## src/hw/table_write_op_test_zero_skip_op_regs.svh

```systemverilog
// constants for the table write and zero skip decoder
`ifndef TABLE_WRITE_ZERO_SKIP_REGS_SVH
`define TABLE_WRITE_ZERO_SKIP_REGS_SVH
`define PTR_W          21
`define PTR_RST        21'h00_0000
`define HOLD_SEL_W     3
`define HOLD_COUNT     8
`define HOLD_RST       8'hFF
`define TW_OPC_HI      14'h0003
`define TZ_OPC_HI      7'h33
`define ILO_LIMIT      8'h5F
`define ACCESS_HI_BASE 8'hF0
`define ACCESS_LO_BANK 4'h0
`define ACCESS_HI_BANK 4'hF
`endif

```

## src/hw/table_write_op_test_zero_skip_op_pkg.sv

```systemverilog
// types for the table write and zero skip decoder
package table_write_and_zero_skip_pkg;
	typedef enum logic [1:0] {
		PTR_KEEP,
		PTR_POST_INC,
		PTR_POST_DEC,
		PTR_PRE_INC
	} ptr_mode_t;
	typedef enum logic [1:0] {
		ST_IDLE,
		ST_TW_WRITE,
		ST_SKIP1,
		ST_SKIP2
	} exec_state_t;
endpackage

```

## src/hw/holding_regs.sv

```systemverilog
// eight byte holding registers with registered read port
`include "table_write_op_test_zero_skip_op_regs.svh"
module holding_regs (
	input  wire logic       i_core_clk,  // core clock
	input  wire logic       i_rst,       // sync reset
	input  wire logic       i_we,        // write strobe
	input  wire logic [2:0] i_wsel,      // write select
	input  wire logic [7:0] i_wdata,     // write byte
	input  wire logic [2:0] i_rsel,      // read select
	output logic      [7:0] o_rdata      // registered read byte
);
	logic [7:0] mem_r [0:7];
	logic [7:0] rdata_r;
	always_ff @(posedge i_core_clk) begin
		if (i_rst) begin
			for (int k = 0; k < `HOLD_COUNT; k++) begin
				mem_r[k] <= `HOLD_RST;
			end
			rdata_r <= `HOLD_RST;
		end else begin
			if (i_we) begin
				mem_r[i_wsel] <= i_wdata;
			end
			rdata_r <= mem_r[i_rsel];
		end
	end
	assign o_rdata = rdata_r;
endmodule

```

## src/hw/table_write_op_test_zero_skip_op.sv

```systemverilog
// table write and zero skip instruction decoder
`include "table_write_op_test_zero_skip_op_regs.svh"
module table_write_and_zero_skip
	import table_write_and_zero_skip_pkg::*;
(
	input  wire logic         i_core_clk,    // core clock, one instruction cycle per rising edge
	input  wire logic         i_rst,         // sync reset, active high
	input  wire logic         i_issue,       // instruction word valid for decode
	input  wire logic [15:0]  i_instr,       // instruction word
	input  wire logic         i_next_two,    // prefetched instruction is two words
	input  wire logic [7:0]   i_table_latch, // table latch byte
	input  wire logic [7:0]   i_operand,     // register value fetched at o_data_addr
	input  wire logic         i_ext_set,     // extended instruction set enabled
	input  wire logic [3:0]   i_bank_sel,    // bank select register
	input  wire logic [11:0]  i_index_base,  // index register used for literal offset
	input  wire logic         i_ptr_load,    // load table pointer
	input  wire logic [20:0]  i_ptr_data,    // table pointer load value
	input  wire logic [2:0]   i_hold_rsel,   // holding register read select
	output logic              o_busy,        // instruction still executing
	output logic              o_squash,      // prefetched word is discarded
	output logic              o_skip_taken,  // zero skip happened
	output logic [20:0]       o_table_pointer, // table pointer
	output logic              o_high_byte,   // addressed byte is high byte
	output logic [11:0]       o_data_addr,   // resolved operand address
	output logic [7:0]        o_hold_rdata   // holding register read data
);
	exec_state_t                 st_r, st_nxt;
	logic [`PTR_W-1:0]           ptr_r, ptr_nxt;
	logic [`HOLD_SEL_W-1:0]      wsel_r, wsel_nxt;
	logic                        we_r, we_nxt;
	logic                        busy_r, busy_nxt;
	logic                        squash_r, squash_nxt;
	logic                        skip_r, skip_nxt;
	logic [11:0]                 addr_r, addr_nxt;
	logic                        is_tw, is_tz, bank_bit;
	logic [7:0]                  fld;
	ptr_mode_t                   mode;

	assign is_tw    = i_issue && (st_r == ST_IDLE) && (i_instr[15:2] == `TW_OPC_HI);
	assign is_tz    = i_issue && (st_r == ST_IDLE) && (i_instr[15:9] == `TZ_OPC_HI);
	assign mode     = ptr_mode_t'(i_instr[1:0]);
	assign bank_bit = i_instr[8];
	assign fld      = i_instr[7:0];

	// operand address: access bank, bank select, or indexed literal offset
	always_comb begin
		addr_nxt = addr_r;
		if (is_tz) begin
			if (bank_bit) begin
				addr_nxt = {i_bank_sel, fld};
			end else if (i_ext_set && fld <= `ILO_LIMIT) begin
				addr_nxt = i_index_base + {4'h0, fld};
			end else if (fld >= `ACCESS_HI_BASE) begin
				addr_nxt = {`ACCESS_HI_BANK, fld};
			end else begin
				addr_nxt = {`ACCESS_LO_BANK, fld};
			end
		end
	end

	// sequencing and pointer update
	always_comb begin
		st_nxt     = st_r;
		ptr_nxt    = ptr_r;
		wsel_nxt   = wsel_r;
		we_nxt     = 1'b0;
		busy_nxt   = 1'b0;
		squash_nxt = 1'b0;
		skip_nxt   = 1'b0;
		if (i_ptr_load) begin
			ptr_nxt = i_ptr_data;
		end
		case (st_r)
			ST_IDLE: begin
				if (is_tw) begin
					busy_nxt = 1'b1;
					st_nxt   = ST_TW_WRITE;
					case (mode)
						PTR_PRE_INC: begin
							ptr_nxt  = ptr_r + 21'h00_0001;
							wsel_nxt = ptr_nxt[2:0];
						end
						PTR_POST_INC: begin
							wsel_nxt = ptr_r[2:0];
							ptr_nxt  = ptr_r + 21'h00_0001;
						end
						PTR_POST_DEC: begin
							wsel_nxt = ptr_r[2:0];
							ptr_nxt  = ptr_r - 21'h00_0001;
						end
						default: begin
							ptr_nxt  = ptr_r; // a same-cycle load loses to the write
							wsel_nxt = ptr_r[2:0];
						end
					endcase
				end else if (is_tz && i_operand == 8'h00) begin
					busy_nxt   = 1'b1;
					squash_nxt = 1'b1;
					skip_nxt   = 1'b1;
					st_nxt     = i_next_two ? ST_SKIP2 : ST_SKIP1;
				end
				// a nonzero test finishes here with no state change
			end
			ST_TW_WRITE: begin
				we_nxt = 1'b1;
				st_nxt = ST_IDLE;
			end
			ST_SKIP2: begin
				busy_nxt   = 1'b1;
				squash_nxt = 1'b1;
				st_nxt     = ST_SKIP1;
			end
			ST_SKIP1: begin
				st_nxt = ST_IDLE;
			end
			default: begin
				st_nxt = ST_IDLE;
			end
		endcase
	end

	always_ff @(posedge i_core_clk) begin
		if (i_rst) begin
			st_r     <= ST_IDLE;
			ptr_r    <= `PTR_RST;
			wsel_r   <= 3'h0;
			we_r     <= 1'b0;
			busy_r   <= 1'b0;
			squash_r <= 1'b0;
			skip_r   <= 1'b0;
			addr_r   <= 12'h000;
		end else begin
			st_r     <= st_nxt;
			ptr_r    <= ptr_nxt;
			wsel_r   <= wsel_nxt;
			we_r     <= we_nxt;
			busy_r   <= busy_nxt;
			squash_r <= squash_nxt;
			skip_r   <= skip_nxt;
			addr_r   <= addr_nxt;
		end
	end

	// table latch byte lands in the holding register chosen at decode
	holding_regs u_hold (
		.i_core_clk (i_core_clk),
		.i_rst      (i_rst),
		.i_we       (we_nxt),
		.i_wsel     (wsel_r),
		.i_wdata    (i_table_latch),
		.i_rsel     (i_hold_rsel),
		.o_rdata    (o_hold_rdata)
	);

	assign o_busy          = busy_r;
	assign o_squash        = squash_r;
	assign o_skip_taken    = skip_r;
	assign o_table_pointer = ptr_r;
	assign o_high_byte     = ptr_r[0];
	assign o_data_addr     = addr_r;

	// pointer moves as the variant asks; select uses old or new low bits
	post_inc_a: assert property (@(posedge i_core_clk) disable iff (i_rst)
		(is_tw && mode == PTR_POST_INC && !i_ptr_load)
		|=> (ptr_r == $past(ptr_r) + 21'h00_0001 && wsel_r == $past(ptr_r[2:0])))
		else $error("post increment wrong");
	pre_inc_a: assert property (@(posedge i_core_clk) disable iff (i_rst)
		(is_tw && mode == PTR_PRE_INC)
		|=> (ptr_r == $past(ptr_r) + 21'h00_0001 && wsel_r == ptr_r[2:0]))
		else $error("pre increment select wrong");
	keep_ptr_a: assert property (@(posedge i_core_clk) disable iff (i_rst)
		(is_tw && mode == PTR_KEEP) |=> $stable(ptr_r))
		else $error("pointer moved");
	high_byte_a: assert property (@(posedge i_core_clk) disable iff (i_rst)
		is_tw |=> (o_high_byte == ($past(ptr_r[0]) ^ ($past(mode) != PTR_KEEP))))
		else $error("byte select wrong");

	// latch byte lands in the second cycle, then new work is taken
	tw_write_a: assert property (@(posedge i_core_clk) disable iff (i_rst)
		is_tw |=> (st_r == ST_TW_WRITE && we_nxt) ##1 (st_r == ST_IDLE))
		else $error("write cycle missing");
	tw_busy_a: assert property (@(posedge i_core_clk) disable iff (i_rst)
		is_tw |=> o_busy ##1 !o_busy)
		else $error("write busy wrong");
	hold_write_a: assert property (@(posedge i_core_clk) disable iff (i_rst)
		we_r |-> (u_hold.mem_r[$past(wsel_r)] == $past(i_table_latch)))
		else $error("holding write wrong");

	// a zero operand squashes one or two prefetched words
	skip_one_a: assert property (@(posedge i_core_clk) disable iff (i_rst)
		(is_tz && i_operand == 8'h00 && !i_next_two)
		|=> o_squash ##1 (!o_squash && st_r == ST_IDLE))
		else $error("single skip wrong");
	skip_two_a: assert property (@(posedge i_core_clk) disable iff (i_rst)
		(is_tz && i_operand == 8'h00 && i_next_two)
		|=> o_squash [*2] ##1 (!o_squash && st_r == ST_IDLE))
		else $error("double skip wrong");
	skip_flag_a: assert property (@(posedge i_core_clk) disable iff (i_rst)
		(is_tz && i_operand == 8'h00) |=> o_skip_taken ##1 !o_skip_taken)
		else $error("skip flag wrong");
	no_skip_a: assert property (@(posedge i_core_clk) disable iff (i_rst)
		(is_tz && i_operand != 8'h00) |=> (!o_busy && !o_squash))
		else $error("nonzero skipped");

	// operand address of the zero test
	bank_sel_a: assert property (@(posedge i_core_clk) disable iff (i_rst)
		(is_tz && bank_bit) |=> (o_data_addr == {$past(i_bank_sel), $past(fld)}))
		else $error("bank address wrong");
	index_mode_a: assert property (@(posedge i_core_clk) disable iff (i_rst)
		(is_tz && !bank_bit && i_ext_set && fld <= `ILO_LIMIT)
		|=> (o_data_addr == $past(i_index_base) + {4'h0, $past(fld)}))
		else $error("indexed address wrong");
	access_bank_a: assert property (@(posedge i_core_clk) disable iff (i_rst)
		(is_tz && !bank_bit && !(i_ext_set && fld <= `ILO_LIMIT))
		|=> (o_data_addr == {(($past(fld) >= `ACCESS_HI_BASE) ? `ACCESS_HI_BANK
			: `ACCESS_LO_BANK), $past(fld)}))
		else $error("access bank address wrong");
endmodule

```

## config.mk

```make
export PLATFORM = sky130hd
export DESIGN_NAME = table_write_and_zero_skip
export DESIGN_NICKNAME = d
export VERILOG_FILES = /design/src/hw/table_write_op_test_zero_skip_op_pkg.sv /design/src/hw/holding_regs.sv /design/src/hw/table_write_op_test_zero_skip_op.sv
export VERILOG_INCLUDE_DIRS = /design/src /design/src/hw
export SDC_FILE = /design/constraint.sdc
export NUM_CORES = 1
export LEC_CHECK = 0
export ABC_AREA = 1
export BUFFER_PORTS_ARGS = -buffer_cell sky130_fd_sc_hd__buf_2
export CORE_MARGIN = 2
export CORE_UTILIZATION = 57
export DETAILED_ROUTE_END_ITERATION = 8
export PLACE_DENSITY = 0.9
export SLEW_MARGIN = 15
export SYNTH_ARGS = -nofsm -noshare
export SYNTH_HDL_FRONTEND = slang
export SYNTH_SLANG_ARGS = --single-unit
export TNS_END_PERCENT = 30
```

## constraint.sdc

```tcl
create_clock -name i_core_clk -period 2.2 [get_ports i_core_clk]
set_input_delay 0.11 -clock i_core_clk [delete_from_list [all_inputs] [get_ports i_core_clk]]
set_output_delay 0.11 -clock i_core_clk [all_outputs]
set_load 0.02 [all_outputs]
```

# Yosys cells after proc, flatten, opt, wreduce, memory -nomap -nowiden
# Memories as Yosys holds them, arrays and structs flattened. A register that Yosys moved wholly into a read port is not among the register bits.
# Cells that the tools add are included.
[op_classes]
bitwise = 1
mux = 26
eq_ne = 10
add_sub_neg = 3
magnitude_cmp = 2
reduce_logical = 12
[ops]
columns = ["operator", "n"]
rows = [
  ["21-bit two-way mux", 3],
  ["21-bit case mux with 2 select lines", 1],
  ["12-bit two-way mux", 3],
  ["21-bit by 1-bit adder with 21-bit output, second input constant", 1],
  ["21-bit by 1-bit subtractor with 21-bit output, second input constant", 1],
  ["14-bit by 2-bit == test with 1-bit output, second input constant", 1],
  ["12-bit by 8-bit adder with 12-bit output", 1],
  ["1-bit two-way mux", 11],
  ["2-bit == test, second input constant", 4],
  ["8-bit greater-or-equal comparator, second input constant", 1],
  ["8-bit by 7-bit less-or-equal comparator with 1-bit output, second input constant", 1],
  ["8-bit logical NOT", 1],
  ["8-bit two-way mux", 1],
  ["8-bit OR reduction", 1],
  ["7-bit by 6-bit == test with 1-bit output, second input constant", 1],
  ["3-bit two-way mux", 2],
  ["2-bit case mux with 3 select lines", 1],
  ["2-bit OR reduction", 3],
  ["1-bit logical AND", 5],
  ["2-bit by 1-bit == test with 1-bit output, second input constant", 2],
  ["2-bit two-way mux", 2],
  ["4-bit by 3-bit inequality test with 1-bit output, second input constant", 1],
  ["1-bit case mux with 2 select lines", 2],
  ["3-bit by 2-bit inequality test with 1-bit output, second input constant", 1],
  ["3 further kinds", 3],
]
[totals]
n_memories = 1
elab_cells = 62
regBits = 41
output_inout_bits = 45
ram_bits = 64
inputBits = 78
[memory_table]
columns = ["memory", "words", "width", "rd", "rd_clocked_by_memory_dff", "write_ports", "line", "source"]
rows = [
  ["u_hold.mem_r", 8, 8, 1, 1, 8, "holding_regs.sv:12", "logic [7:0] mem_r [0:7];"],
]

# Longest topological paths before layout
[logic_depth]
ltp_word = 7
ltp_mapped = 14
depth_no_buf = 13

# Cells and area by module
# From an unflattened synthesis, not the netlist that was laid out.
[hier_totals]
hier_cells = 942
area_unflattened_um2 = 6942.9
[by_module_without_submodules]
columns = ["module", "area_per_inst_um2", "cells_per_inst", "seq_area_each_um2", "instances"]
rows = [
  ["table_write_and_zero_skip", 3749.8, 634, 820.8, 1],
  ["holding_regs", 3193.1, 308, 2082.0, 1],
]

# Worst setup path before layout
# No wires, ideal clock.
[synth_timing]
kind = "register to register"
startpoint = "register st_r[1]"
endpoint = "memory u_hold.mem_r[0][0] (enable)"
required_time_ns = 1.816
path_slack_ns = 0.431
arrival_ns = 1.385
setup_ns = 0.384
path_buffers = 0
stages_incl_launch_ff = 7
synth_period_minus_slack_ns = 1.769
cell_sequence = "dfxtp_1 > inv_1 > ha_1 > nand2_1 > nor2_1 > inv_1 > o21ai_0"
[synth_rtl]
columns = ["element", "line", "source"]
rows = [
  ["start: declaration", "table_write_op_test_zero_skip_op.sv:27", "exec_state_t st_r, st_nxt;"],
  ["start signal: assignment", "table_write_op_test_zero_skip_op.sv:133", "st_r <= st_nxt;"],
  ["end: declaration", "holding_regs.sv:12", ""],
]

# Worst setup path after layout
[layout_timing]
startpoint = "register st_r[1]"
endpoint = "register ptr_r[9], in the netlist o_table_pointer[9]"
[layout_between]
elab_chain_cells = 5
elab_cells_between_ends = 6
classes_between = "1 x eq/ne; 2 x mux; 3 x reduce/logical"
[layout_lines]
columns = ["element", "line", "source"]
rows = [
  ["2-bit logical NOT *", "table_write_op_test_zero_skip_op.sv:39, table_write_op_test_zero_skip_op.sv:73", ""],
  ["1-bit logical AND (2 in series)", "table_write_op_test_zero_skip_op.sv:39", "assign is_tw = i_issue && (st_r == ST_IDLE) && (i_instr[15:2] == `TW_OPC_HI);"],
  ["21-bit two-way mux", "table_write_op_test_zero_skip_op.sv:75", "if (is_tw) begin"],
  ["21-bit two-way mux", "table_write_op_test_zero_skip_op.sv:73", "case (st_r)"],
  ["end signal: assignment", "table_write_op_test_zero_skip_op.sv:125", "ptr_r <= `PTR_RST;"],
  ["end signal: assignment", "table_write_op_test_zero_skip_op.sv:134", "ptr_r <= ptr_nxt;"],
  ["end: declaration", "table_write_op_test_zero_skip_op.sv:28", "logic [`PTR_W-1:0] ptr_r, ptr_nxt;"],
]
# Mark *: on every way between the ends. The rest lies on a longest branch, timed or not.
# A chain may end at the register's enable or synchronous reset.

==> impl_results.md <==
- Clock transition at path regs: 0.06 ns
- Worst-margin pin slew: 0.6255 ns
- Ant diodes: 0
- Total GRT Usage: 0.3069
- Core area: 0.01186 sq mm
- H-Tree Depth: 4
- Bufs on Longest Clock Path: 2
- Critical Path Max Stage Delay: 0.32 ns
- Number of synthesized flops with an enable pin: between 60 and 70
- CP bufs+invs: 3
- Vias: 6871
- Yosys top cell area share: 0.2799
- Worst hold slack: roughly 0.017 ns
- Sequential share of power: 0.403
- Logic pwr share: 0.164
- Synth async-reset ratio: 0
- Pleak: ~3.5 nW
- Most common cell on crit path: inv_2
- Vias in the first global route: about 6.5k
- RSZ-0062 raised after global routing: no
- Die H: about 110 microns
- RR Startpoint: st_r[1]$_SDFFE_PP0P_
- Internal: roughly 4.2 mW
- Rows: 40
- Syn_nets: 1025
- Post-synth top area cell: edfxtp_1
- DR pass1 iterations: 7
- Predominant post-synthesis flop cell: edfxtp_1
- Layout cell share with drive strength beyond 1: 0.1890
- Iter 0 DRT Violations: around 760
- Synthesized instance count: just over 900
- GP Congestion: between 0.9 and 1
- Synthesized cell area: a little under 0.007 sq mm
- Initial antenna violation count: 0
- Vias per inst: around 5.6
- Starting Density: 0.5788
- Average size of a mapped cell: approximately 7.4 sq um
- CP Capture Type: flip-flop
- Wire per inst: 15.84 microns
- PwrDens: 713.1 mW/mm^2
- Layout area overhead: 19.63%
- TritonCTS Buffers: 17
- Nets: around 1.2k
- CTS sink count: 113
- CP required: roughly 2.5 ns
- Worst setup path endpoint: o_table_pointer[9]$_SDFFE_PP0P_
- Placed insts: around 1.2k
- CTS tree: done
- Count of pins over their slew limit: 0
- Worst Path Arrival: approximately 2.3 ns
- Die ar.: roughly 0.013 sq mm
- Crit path max fanout: 30
- Switch Pwr: about 1.7 mW
- Clock skew: ~0.0065 ns
- Number of cells on the worst hold path: 3
- Element type at the critical path start: flip-flop
- Final period util: 0.9130
- Reg2Reg Setup Slack: roughly 0.19 ns
- First-pass GRT wire length: roughly 31000 microns
- PortBufs: between 100 and 150
- Antenna Violating Nets Remaining: 0
- Cells along the critical path: inv_1 -> ha_1 -> nand2_1 -> inv_2 -> nand3_4 -> nor2_2 -> nand2_4 -> nor2_8 -> inv_2 -> o21ai_0 -> a31oi_1
- Share of power burned in the clock network: 0.433
- GRT overflow: 0
- Fill count: between 900 and 1k
- Die span in x: 113.7 microns
- Register bit total from synthesis: about 110
- WP depth: 11
- Non-Filler Instances: approximately 1.2k
- Min-Delay Path Class: in -> reg
- Worst-skew pair later-pin latency: between 0.4 and 0.5 ns
- Run status: completed
- Max Freq: approximately 500 MHz
- Crit path max-delay family: simple AND/OR/NAND/NOR gates
- CP max stage cell: dfxtp_1
- IO Count: between 100 and 150
- Synth area leaders: edfxtp_1 (28%), nand2_1 (15%), dfxtp_1 (14%)
- Max cap viols: 0
- WL final: around 19000 microns
- Max_slew headroom: 0.5815
- Final hold viol count: 0
- R2R depth: 11
- Sequential fraction of the synthesis area: 0.4228
- Crit path setup slack, layout: 0.1913 ns
- Min Clock Period, post-route: ~2 ns
- CP Class: reg -> reg
- Peak supply drop: 0.4669 mV
- Setup TNS: 0 ns
- Final setup vio count: 0
- DP Wirelength: roughly 13000 microns
- Crit. Startpoint: st_r[1]$_SDFFE_PP0P_
- Unique masters post-synth: 45
- Drc violations: 0
- Largest net degree at the start of global routing: just over 40
- Synth warn: 0
- CTS Root Cell: clkbuf_16
- R2r endpoint: o_table_pointer[9]$_SDFFE_PP0P_
- Dpl ws: ~0.22 ns
- Sw Ratio: 0.2869
[cell type report]
cell class	count	area [sq um]	share of cell area
clock buffers	18	429.2	0.05225
clock inverters	14	115.1	0.01402
inverters	85	320.3	0.03900
multi-input cells	696	3430	0.4176
flip-flops and latches	113	2904	0.3536
well taps	147	183.9	0.02239
repair buffers	148	830.8	0.1012
[layout by cell type, fill, tap and decap left out, types with 6 or more instances in the layout]
cell type / n
nand2_1: 279
buf_2: 122
nor2_1: 96
a21oi_1: 84
o21ai_0: 81
inv_1: 78
edfxtp_1: 64
dfxtp_1: 48
nand3_1: 39
buf_4: 20
xor2_1: 17
clkbuf_16: 17
a221oi_1: 16
ha_1: 13
nand4_1: 11
or3_1: 8
clkinv_2: 8
a31oi_1: 7
inv_2: 6
[worst min-delay path, stage by stage]
cell	delay, ns
buf_2	0.11
a21oi_1	0.06
a21oi_1	0.11
[how the worst min path moves through the flow]
stage	end	slack, ns	from
CTS	o_data_addr[1]$_SDFFE_PP0P_	0.008	i_instr[1]
global placement	o_data_addr[10]$_SDFFE_PP0P_	0.40	i_bank_sel[2]
finish	o_data_addr[3]$_SDFFE_PP0P_	0.02	i_instr[3]
floorplan	u_hold.o_rdata[0]$_SDFF_PP1_	0.21	i_rst
detailed placement	o_data_addr[2]$_SDFFE_PP0P_	0.40	i_instr[2]
global route	o_table_pointer[0]$_SDFFE_PP0P_	0.03	i_ptr_data[0]
[synth_stat cells (all sizes together) (3+ instances only)]
cell	instances
nand2	282
nor2	102
o21ai	86
inv	85
a21oi	84
edfxtp	64
dfxtp	49
nand3	41
buf	23
xor2	17
a221oi	16
clkbuf	15
ha	14
nand4	11
or3	8
a31oi	7
nor3	6
o211ai	3
or2	3
xnor2	3
[what timing repair did]
action | CTS | global route
hold buffers | 5 | 0
resized for setup | 0 | 3
endpoints found under the hold margin | 5 | 0
buffers inserted | 0 | 0
setup endpoints to repair | 0 | 2
[stage by stage]
stage	power, mW	cell area (sq um)	util
after detailed placement	3.331	7614	0.6419
after global routing	6.076	8213	0.6924
after global placement	3.307	7614	0.6419
after floorplan	3.019	6865	-
after CTS	5.851	8208	0.6920
final	5.857	8213	0.6924
[logic make-up (layout without fill, tap and decap cells)]
kind of cell | Yosys count | in the layout | synth area share
compound gates | 202 | 202 | 0.1617
xor+xnor | 20 | 20 | 0.02552
fa+ha+maj | 15 | 15 | 0.02843
buf+inv | 123 | 265 | 0.07800
flops | 113 | 113 | 0.4228
mux | 3 | 3 | 0.004738
simple gates | 456 | 456 | 0.2788
[per-layer routing]
layer,routed length (microns),part of all wire,up-vias,global-route usage
li1,-,-,3369,-
met1,7720,0.40,3064,0.3807
met2,9342,0.48,387,0.5190
met3,1623,0.084,51,0.04570
met4,659,0.034,0,0.1642
met5,0,0,-,0
[sequential cells by signal, indices dropped and copies added, names as in the netlist]
signal / cells
o_data_addr: 12
st_r: 2
u_hold.o_rdata: 8
o_squash: 1
o_table_pointer: 21
o_busy: 1
o_skip_taken: 1
u_hold.mem_r: 64
wsel_r: 3
[power by group through the flow]
stage / logic, mW / clock network (mW) / registers [mW]
2_1_floorplan: 0.601 / 0 / 2.42
3_3_place_gp: 0.912 / 0 / 2.40
3_5_place_dp: 0.933 / 0 / 2.40
4_1_cts: 0.952 / 2.54 / 2.36
5_1_grt: 1.08 / 2.63 / 2.37
6_report: 0.962 / 2.54 / 2.36
Note: power is estimated with default switching activity, not from simulation.
